<file path="src/rtl/white_balance_map.vh">
// white balance control: register map, field positions, reset values, timing
// assumes the including file works at a 100 MHz clock
`ifndef WHITE_BALANCE_MAP_VH
`define WHITE_BALANCE_MAP_VH

// balance control register, byte address
`define BAL_OFFSET 32'hf0f0080c

// field positions, counted from the word's least significant bit as bit 0
`define BAL_PRESENCE_BIT 31
`define BAL_ABS_BIT 30
`define BAL_ONE_PUSH_BIT 26
`define BAL_ON_BIT 25
`define BAL_AUTO_BIT 24
`define BAL_BLUE_MSB 23
`define BAL_BLUE_LSB 12
`define BAL_RED_MSB 11
`define BAL_RED_LSB 0

// reset values
`define BAL_ON_RESET 1'b0
`define BAL_AUTO_RESET 1'b0
`define BAL_CORR_RESET 12'h000

// gain range: 106 steps reach about +9.5 dB
`define BAL_MAX_STEP 12'h06a
`define BAL_UNITY_GAIN 10'h100

// frames per single-shot measurement
`define BAL_FRAMES 3'h6

// frame gap that aborts auto balance with external trigger
`define BAL_TIMEOUT_S 10
`define BAL_CLK_HZ 100000000

`endif

</file>
<file path="src/rtl/white_balance_control.v">
// white balance control: register, sample grid, one-shot and auto loops, pixel gain
// assumes pixels, register port and capture control share clk
//
// Summary of operation
// - weaker channels gain up to 9.5 dB, 106 steps
// - presence bit reads one
// - absolute select takes external values instead
// - one-shot bit starts balance, self-clears when done
// - one-shot write ignored in auto mode
// - on bit switches feature, reads state
// - auto bit selects continuous mode, reads mode
// - correction writes ignored in auto or off
// - blue value toward blue, red toward red
// - sample grid over the work area
// - one-shot processes six frames
// - accumulate red, green, blue sums separately
// - pause, capture six, compute, restart
// - measurement frames output when stream enabled
// - restart previously active capture afterwards
// - computed corrections readable in register fields
// - auto mode updates corrections every frame
// - abort auto after ten second frame gap with external trigger
// - auto starts whether capturing or idle
// - control region independent; off follows image
// - invalid region switches itself off, flag shows
// - drive component sums toward equality
`timescale 1ns/10ps
`default_nettype none
`include "white_balance_map.vh"

module white_balance_control #(
    parameter PIX_W = 10,
    parameter DIM_W = 12,
    parameter GRID_SHIFT = 4,
    parameter TIMEOUT_CYCLES = `BAL_TIMEOUT_S * `BAL_CLK_HZ
) (
    input wire clk,
    input wire resetn,
    input wire csr_wr,
    input wire csr_rd,
    input wire [31:0] csr_addr,
    input wire [31:0] csr_wdata,
    output reg [31:0] csr_rdata,
    input wire [11:0] abs_blue,
    input wire [11:0] abs_red,
    input wire stream_enable,
    input wire ext_trigger,
    output reg capture_pause,
    output reg frame_request,
    output reg auto_abort,
    input wire [DIM_W-1:0] img_w,
    input wire [DIM_W-1:0] img_h,
    input wire region_on_req,
    input wire [DIM_W-1:0] region_x,
    input wire [DIM_W-1:0] region_y,
    input wire [DIM_W-1:0] region_w,
    input wire [DIM_W-1:0] region_h,
    output reg region_on,
    input wire pix_valid,
    input wire pix_sof,
    input wire pix_sol,
    input wire pix_eof,
    input wire [PIX_W-1:0] pix_data,
    output reg out_valid,
    output reg out_sof,
    output reg out_sol,
    output reg out_eof,
    output reg [PIX_W-1:0] out_data
);

localparam [4:0] ST_IDLE = 5'h01;
localparam [4:0] ST_PAUSE = 5'h02;
localparam [4:0] ST_CAPTURE = 5'h04;
localparam [4:0] ST_CALC = 5'h08;
localparam [4:0] ST_RESTART = 5'h10;
localparam [29:0] TIMEOUT_LIM = TIMEOUT_CYCLES[29:0];
// gain in 2.8 fixed point: 1 + step * 4.75 / 256, 106 steps reach about 2.97
function [9:0] step_gain;
    input [11:0] step;
    reg [13:0] prod;
    begin
        prod = {2'h0, step} * 14'h0003;
        step_gain = `BAL_UNITY_GAIN + {step[7:0], 2'h0} + {2'h0, prod[9:2]};
    end
endfunction

reg on_reg;
reg auto_reg;
reg busy_reg;
reg [11:0] blue_reg;
reg [11:0] red_reg;
reg [4:0] state_reg;
reg [2:0] frame_cnt_reg;
reg wait_frame_reg;
reg [31:0] sum_r_reg;
reg [31:0] sum_g_reg;
reg [31:0] sum_b_reg;
reg [DIM_W-1:0] x_reg;
reg [DIM_W-1:0] y_reg;
reg [29:0] gap_cnt_reg;
reg csr_abs_sel;
wire bal_hit = (csr_addr == `BAL_OFFSET);
wire bal_wr = csr_wr && bal_hit;
////////////////////////////////////////////////////////////////////////////////
// work area and sample grid
wire [DIM_W-1:0] cur_x = pix_sol ? {DIM_W{1'b0}} : x_reg;
wire [DIM_W-1:0] cur_y = pix_sof ? {DIM_W{1'b0}} : (pix_sol ? y_reg + 1'b1 : y_reg);
wire [DIM_W:0] reg_x_end = {1'b0, region_x} + {1'b0, region_w};
wire [DIM_W:0] reg_y_end = {1'b0, region_y} + {1'b0, region_h};
// a region with zero size or reaching past the image is unusable
wire region_ok = (region_w != 0) && (region_h != 0) &&
    (reg_x_end <= {1'b0, img_w}) && (reg_y_end <= {1'b0, img_h});
wire [DIM_W-1:0] area_x = region_on ? region_x : {DIM_W{1'b0}};
wire [DIM_W-1:0] area_y = region_on ? region_y : {DIM_W{1'b0}};
wire [DIM_W-1:0] area_w = region_on ? region_w : img_w;
wire [DIM_W-1:0] area_h = region_on ? region_h : img_h;
wire [DIM_W-1:0] rel_x = cur_x - area_x;
wire [DIM_W-1:0] rel_y = cur_y - area_y;
wire in_area = (cur_x >= area_x) && (cur_y >= area_y) && (rel_x < area_w) && (rel_y < area_h);
// one 2x2 cell every 2^GRID_SHIFT pixels, shift 2 or more; 640x480 gives 1200 cells
wire on_grid = (rel_x[GRID_SHIFT-1:1] == 0) && (rel_y[GRID_SHIFT-1:1] == 0);
wire take_sample = pix_valid && in_area && on_grid;
wire is_red = !cur_y[0] && !cur_x[0];
wire is_blue = cur_y[0] && cur_x[0];
// region flag drops by itself when the area turns invalid
always @(posedge clk or negedge resetn) begin
    if (!resetn) begin
        region_on <= 1'b0;
    end else begin
        region_on <= region_on_req && region_ok;
    end
end
// pixel position within the frame
always @(posedge clk or negedge resetn) begin
    if (!resetn) begin
        x_reg <= {DIM_W{1'b0}};
        y_reg <= {DIM_W{1'b0}};
    end else if (pix_valid) begin
        x_reg <= cur_x + 1'b1;
        y_reg <= cur_y;
    end
end
////////////////////////////////////////////////////////////////////////////////
// effective gains and balance comparison
wire [11:0] eff_blue = csr_abs_sel ? abs_blue : blue_reg;
wire [11:0] eff_red = csr_abs_sel ? abs_red : red_reg;
wire [9:0] gain_b = on_reg ? step_gain(eff_blue) : `BAL_UNITY_GAIN;
wire [9:0] gain_r = on_reg ? step_gain(eff_red) : `BAL_UNITY_GAIN;
// measured sums weighted by the gains currently under trial
wire [41:0] wsum_b = sum_b_reg * step_gain(blue_reg);
wire [41:0] wsum_r = sum_r_reg * step_gain(red_reg);
// two green sites per cell, so half the green sum is the colourless target
wire [32:0] target = {2'h0, sum_g_reg[31:1]};
wire b_low = ({1'b0, wsum_b[40:8]} < {1'b0, target}) && (wsum_b[41] == 1'b0);
wire r_low = ({1'b0, wsum_r[40:8]} < {1'b0, target}) && (wsum_r[41] == 1'b0);
wire b_high = !b_low && ({1'b0, wsum_b[40:8]} != {1'b0, target});
wire r_high = !r_low && ({1'b0, wsum_r[40:8]} != {1'b0, target});
wire b_can_up = b_low && (blue_reg < `BAL_MAX_STEP);
wire r_can_up = r_low && (red_reg < `BAL_MAX_STEP);
// only the capture state, or auto mode while on, feeds the sums
wire accum_on = (state_reg == ST_CAPTURE && wait_frame_reg) || (auto_reg && on_reg);
wire frame_end = pix_valid && pix_eof;
////////////////////////////////////////////////////////////////////////////////
// component accumulators
always @(posedge clk or negedge resetn) begin
    if (!resetn) begin
        sum_r_reg <= 32'h0000_0000;
        sum_g_reg <= 32'h0000_0000;
        sum_b_reg <= 32'h0000_0000;
    end else if ((state_reg == ST_PAUSE) || (auto_reg && pix_valid && pix_sof)) begin
        // restart sums before the six frames, or per frame in auto mode
        sum_r_reg <= 32'h0000_0000;
        sum_g_reg <= 32'h0000_0000;
        sum_b_reg <= 32'h0000_0000;
    end else if (accum_on && take_sample) begin
        if (is_red) begin
            sum_r_reg <= sum_r_reg + {{(32-PIX_W){1'b0}}, pix_data};
        end else if (is_blue) begin
            sum_b_reg <= sum_b_reg + {{(32-PIX_W){1'b0}}, pix_data};
        end else begin
            sum_g_reg <= sum_g_reg + {{(32-PIX_W){1'b0}}, pix_data};
        end
    end
end
////////////////////////////////////////////////////////////////////////////////
// control register, sequencer and auto loop
always @(posedge clk or negedge resetn) begin
    if (!resetn) begin
        on_reg <= `BAL_ON_RESET;
        auto_reg <= `BAL_AUTO_RESET;
        csr_abs_sel <= 1'b0;
        busy_reg <= 1'b0;
        blue_reg <= `BAL_CORR_RESET;
        red_reg <= `BAL_CORR_RESET;
        state_reg <= ST_IDLE;
        frame_cnt_reg <= 3'h0;
        wait_frame_reg <= 1'b0;
        capture_pause <= 1'b0;
        frame_request <= 1'b0;
        auto_abort <= 1'b0;
        gap_cnt_reg <= 30'h0000_0000;
    end else begin
        frame_request <= 1'b0;
        auto_abort <= 1'b0;
        if (bal_wr) begin
            on_reg <= csr_wdata[`BAL_ON_BIT];
            auto_reg <= csr_wdata[`BAL_AUTO_BIT];
            csr_abs_sel <= csr_wdata[`BAL_ABS_BIT];
            // manual values only land while on and in manual mode
            if (on_reg && !auto_reg && !busy_reg) begin
                blue_reg <= csr_wdata[`BAL_BLUE_MSB:`BAL_BLUE_LSB];
                red_reg <= csr_wdata[`BAL_RED_MSB:`BAL_RED_LSB];
            end
        end
        case (state_reg)
            ST_IDLE: begin
                // a one-shot request in auto mode is dropped
                if (bal_wr && csr_wdata[`BAL_ONE_PUSH_BIT] && !auto_reg &&
                    !csr_wdata[`BAL_AUTO_BIT]) begin
                    busy_reg <= 1'b1;
                    capture_pause <= 1'b1;
                    state_reg <= ST_PAUSE;
                end
            end
            ST_PAUSE: begin
                // start from unity so the search climbs from the bottom
                blue_reg <= `BAL_CORR_RESET;
                red_reg <= `BAL_CORR_RESET;
                frame_cnt_reg <= 3'h0;
                frame_request <= 1'b1;
                wait_frame_reg <= 1'b1;
                state_reg <= ST_CAPTURE;
            end
            ST_CAPTURE: begin
                if (frame_end) begin
                    if (frame_cnt_reg == `BAL_FRAMES - 3'h1) begin
                        wait_frame_reg <= 1'b0;
                        state_reg <= ST_CALC;
                    end else begin
                        frame_cnt_reg <= frame_cnt_reg + 3'h1;
                        frame_request <= 1'b1;
                    end
                end
            end
            ST_CALC: begin
                // one step a cycle until each weighted sum reaches the target or its step reaches BAL_MAX_STEP
                if (b_can_up) begin
                    blue_reg <= blue_reg + 12'h001;
                end
                if (r_can_up) begin
                    red_reg <= red_reg + 12'h001;
                end
                if (!b_can_up && !r_can_up) begin
                    state_reg <= ST_RESTART;
                end
            end
            ST_RESTART: begin
                capture_pause <= 1'b0;
                busy_reg <= 1'b0;
                state_reg <= ST_IDLE;
            end
            default: begin
                state_reg <= ST_IDLE;
            end
        endcase
        // auto loop: nudge each correction one step per frame
        if (auto_reg && on_reg && state_reg == ST_IDLE && !bal_wr) begin
            if (frame_end) begin
                gap_cnt_reg <= 30'h0000_0000;
                if (b_can_up) begin
                    blue_reg <= blue_reg + 12'h001;
                end else if (b_high && blue_reg != 12'h000) begin
                    blue_reg <= blue_reg - 12'h001;
                end
                if (r_can_up) begin
                    red_reg <= red_reg + 12'h001;
                end else if (r_high && red_reg != 12'h000) begin
                    red_reg <= red_reg - 12'h001;
                end
            end else if (ext_trigger) begin
                if (gap_cnt_reg >= TIMEOUT_LIM) begin
                    auto_reg <= 1'b0;
                    auto_abort <= 1'b1;
                    gap_cnt_reg <= 30'h0000_0000;
                end else begin
                    gap_cnt_reg <= gap_cnt_reg + 30'h0000_0001;
                end
            end
        end else begin
            gap_cnt_reg <= 30'h0000_0000;
        end
    end
end
////////////////////////////////////////////////////////////////////////////////
// register read port, unmapped addresses read zero
always @(posedge clk or negedge resetn) begin
    if (!resetn) begin
        csr_rdata <= 32'h0000_0000;
    end else if (csr_rd) begin
        csr_rdata <= 32'h0000_0000;
        if (bal_hit) begin
            csr_rdata[`BAL_PRESENCE_BIT] <= 1'b1;
            csr_rdata[`BAL_ABS_BIT] <= csr_abs_sel;
            csr_rdata[`BAL_ONE_PUSH_BIT] <= busy_reg;
            csr_rdata[`BAL_ON_BIT] <= on_reg;
            csr_rdata[`BAL_AUTO_BIT] <= auto_reg;
            csr_rdata[`BAL_BLUE_MSB:`BAL_BLUE_LSB] <= blue_reg;
            csr_rdata[`BAL_RED_MSB:`BAL_RED_LSB] <= red_reg;
        end
    end
end
////////////////////////////////////////////////////////////////////////////////
// pixel gain: green stays at unity as the reference channel
wire [9:0] pix_gain = is_red ? gain_r : (is_blue ? gain_b : `BAL_UNITY_GAIN);
wire [PIX_W+9:0] pix_prod = pix_data * pix_gain;
wire pix_sat = |pix_prod[PIX_W+9:PIX_W+8];
// measurement frames go out too whenever the stream is enabled
always @(posedge clk or negedge resetn) begin
    if (!resetn) begin
        out_valid <= 1'b0;
        out_sof <= 1'b0;
        out_sol <= 1'b0;
        out_eof <= 1'b0;
        out_data <= {PIX_W{1'b0}};
    end else begin
        out_valid <= pix_valid && stream_enable;
        out_sof <= pix_sof;
        out_sol <= pix_sol;
        out_eof <= pix_eof;
        out_data <= pix_sat ? {PIX_W{1'b1}} : pix_prod[PIX_W+7:8];
    end
end

endmodule
`default_nettype wire

</file>
<file path="config.mk">
export PLATFORM = sky130hd
export DESIGN_NAME = white_balance_control
export DESIGN_NICKNAME = d
export VERILOG_FILES = /design/src/rtl/white_balance_control.v
export VERILOG_INCLUDE_DIRS = /design/src /design/src/rtl
export SDC_FILE = /design/constraint.sdc
export NUM_CORES = 2
export LEC_CHECK = 0
export BUFFER_PORTS_ARGS = -buffer_cell sky130_fd_sc_hd__buf_2
export CORE_ASPECT_RATIO = 1.5
export CORE_MARGIN = 8
export CORE_UTILIZATION = 50
export CTS_BUF_LIST = sky130_fd_sc_hd__clkbuf_8
export CTS_CLUSTER_DIAMETER = 200
export CTS_CLUSTER_SIZE = 28
export DETAILED_ROUTE_END_ITERATION = 12
export GPL_TIMING_DRIVEN = 0
export PLACE_DENSITY_LB_ADDON = 0.3
export SLEW_MARGIN = 10
export SYNTH_ARGS = -nofsm -noshare
export SYNTH_HDL_FRONTEND = slang
export SYNTH_SLANG_ARGS = --single-unit
</file>
<file path="constraint.sdc">
create_clock -name clk -period 14.2 [get_ports clk]
set_clock_uncertainty 0.15 [all_clocks]
set_input_delay 2.13 -clock clk [delete_from_list [all_inputs] [get_ports clk]]
set_output_delay 2.13 -clock clk [all_outputs]
set_load 0.02 [all_outputs]
</file>
==> results.json <==
{
  "wl_um": 129000,
  "synthCells": 5220,
  "cts_num_sinks": 233,
  "grt_util_met1_pct": 28.6,
  "fillCellCount": 8336,
  "hold_path_end": "gap_cnt_reg[25]$_DFFE_PN0P_",
  "use_met2_pct": 49.5,
  "r2r-end": "red_reg[4]$_DFF_PN0_",
  "ys_seq_elements": 233,
  "num_rows": 133,
  "reg2reg_from": "red_reg[1]$_DFF_PN0_",
  "ir_drop_mv": 0.0729,
  "grt_usage_pct": 26.4,
  "wl_per_cell_um": 19.5,
  "grt_pass1_wl_um": 207000,
  "critical_path.slowest_cell": "clkbuf_1",
  "rsz0062_at_grt": "no",
  "io_pins": 231,
  "synth_edf_count": 0,
  "ff2ff_setup_slack_ps": 710,
  "grt_overflow": 0,
  "initial_core_util_pct": 50.2,
  "routabilityCongestion": 0.951,
  "end_kind": "flop",
  "status": "completed",
  "hold_ws_ps": 346,
  "final_common_cell": "inv_1",
  "via_count": 36800,
  "drive_gt1_share_pct": 5.49,
  "hold_depth": 1,
  "yosys_warnings": 0,
  "hp-class": "flop to flop",
  "layout_common_cells": "inv_1 (821), nand2_1 (586), fa_1 (550)",
  "crit_path_max_incr_delay_ps": 710,
  "cts-root-buf": "clkbuf_8",
  "path_class": "flop to flop",
  "synth_cell_types": 92,
  "core_mm2": 0.0874,
  "busiest_layer": "met2",
  "antenna_found_initial": 12,
  "max_freq_mhz": 74.1,
  "dp_hpwl_um": 110000,
  "power_leakage_nw": 23.8,
  "cp.required_ps": 14570,
  "power.density_mw_per_mm2": 71.3,
  "synthTopCellsByArea": "fa_1 (25%), ha_1 (14%), dfrtp_1 (13%)",
  "tritoncts": "yes",
  "cts_made_buffers": 12,
  "setup_viol": 0,
  "min_from": "gap_cnt_reg[25]$_DFFE_PN0P_",
  "synth_top_area_share_pct": 25.1,
  "fp.dieH_um": 379,
  "maxCapViolations": 0,
  "area_growth_pct": 6.59,
  "setup_tns_ps": 0,
  "path_max_fanout": 10,
  "timing.final.max_slew_violations": 0,
  "io_buffers": 217,
  "r2r_cells": 47,
  "min_period_ps": 13490,
  "dieArea_mm2": 0.0976,
  "drtIter0Drc": 2022,
  "vias_per_cell": 5.57,
  "ys_seq_area_share_pct": 13.3,
  "grt_start_max_net_pins": 100,
  "syn_avg_cell_area_um2": 8.40,
  "yosys_most_used_dff": "dfrtp_1",
  "ys_async_sr_fraction_pct": 100,
  "drt-pass1-iter-count": 5,
  "nets": 6671,
  "yosysTopAreaCell": "fa_1",
  "slew_headroom_pct": 14.0,
  "critPathArrivalTime_ps": 13870,
  "cts_buffer_depth": 3,
  "cts_setup_buffers": 0,
  "hold_viol_final": 0,
  "clkLatencyLatePin_ps": 640,
  "syn-cell-area_mm2": 0.0439,
  "period_share_pct": 95.0,
  "grtUsageMet3_pct": 2.37,
  "tightest_slew_ps": 1280,
  "h-tree-depth": 1,
  "grt_pass1_vias": 39000,
  "die_w_um": 258,
  "start_kind": "flop",
  "drc": 0,
  "clk_pin_slew_worst_paths_ps": 230,
  "ant_nets": 0
}
-- metal layers --
layer	up-vias	part of all wire, %
met5	-	0.010
met4	2	7.0
met3	321	3.7
met2	916	52
met1	18300	37
li1	17300	-
-- metrics by stage --
step	setup slack [ps]	util [%]	cell area, µm²	instances	power [W]
after floorplan	2810	-	43900	5222	0.00221
final	708	53.5	46700	6619	0.00333
after global routing	15.9	53.5	46700	6619	0.00357
after CTS	561	53.5	46700	6609	0.00334
after detailed placement	671	53.2	46500	6592	0.00298
after global placement	744	53.1	46400	6586	0.00294
-- cell usage after synthesis, drive strengths merged (5+ instances only) --
library cell  count
a2111oi           6
a211o            12
a211oi           25
a21boi           13
a21o             72
a21oi           245
a22oi             5
a31oi            14
a41oi             5
and2            365
and3             46
and4             15
buf              26
clkbuf          196
dfrtp           232
fa              550
ha              481
inv             818
mux2             18
mux2i            46
nand2           586
nand2b          118
nand3           116
nand3b            8
nand4            61
nor2            245
nor2b            81
nor3             58
nor3b            14
nor4             25
nor4b             7
o2111ai           5
o211ai           16
o21a             36
o21ai           210
o21bai           38
o221ai           13
o31a              6
o31ai             8
or2              12
or3              22
or4              13
xnor2           188
xor2             84
-- area by class of cell --
class	count	area (µm²)	area share, %
clock inverters	4	31.3	0.0669
flip-flops and latches	233	5830	12.5
inverters	818	3070	6.57
multi-input cells	3949	34100	73.0
plain buffers	222	865	1.85
clock buffers	13	179	0.383
well taps	1147	1440	3.07
repair buffers	223	1180	2.53
diodes	10	25.0	0.0535
-- timing repair --
item                                    4_1_cts  5_1_grt
hold buffers                                  0        0
gates resized for setup                       0       12
endpoints found under the setup margin        0       13
hold endpoints to repair                      0        0
-- logic make-up after synthesis --
logic type      Yosys count  share of synthesized area (%)
xor+xnor                272                           5.45
flops                   233                           13.3
buf+inv                1040                           8.96
mux                      64                           1.51
compound gates          777                           11.1
fa+ha+maj              1031                           38.8
other cells               1                        0.00855
simple gates           1802                           20.9
-- where the power goes --
group          switching, W  internal, W
Clock              0.000260    0.0000889
Sequential        0.0000487     0.000703
Combinational       0.00144     0.000787
Total               0.00175      0.00158
-- how the worst max path moves through the flow --
| stage | depth (start not counted) | start | endpoint | slack, ps |
|---|---|---|---|---|
| 2_1_floorplan | 49 | red_reg[1]$_DFF_PN0_ | red_reg[4]$_DFF_PN0_ | 2810 |
| 3_3_place_gp | 47 | red_reg[0]$_DFF_PN0_ | red_reg[8]$_DFF_PN0_ | 740 |
| 3_5_place_dp | 48 | red_reg[0]$_DFF_PN0_ | red_reg[8]$_DFF_PN0_ | 670 |
| 4_1_cts | 48 | red_reg[1]$_DFF_PN0_ | red_reg[4]$_DFF_PN0_ | 560 |
| 5_1_grt | 49 | red_reg[1]$_DFF_PN0_ | red_reg[7]$_DFF_PN0_ | 20 |
| 6_report | 47 | red_reg[1]$_DFF_PN0_ | red_reg[4]$_DFF_PN0_ | 710 |
-- critical path: cells and delay by family, from the launching register on --
family / cells / cell delay, ps
AOI/OAI and AO/OA: 21 / 4570
xor gates and xnor gates: 3 / 930
adders and majority gates: 10 / 4420
buffers and inverters: 7 / 1250
DFF: 1 / 620
and+or+nand+nor: 6 / 1450
Power figures use the tool's default switching activity.
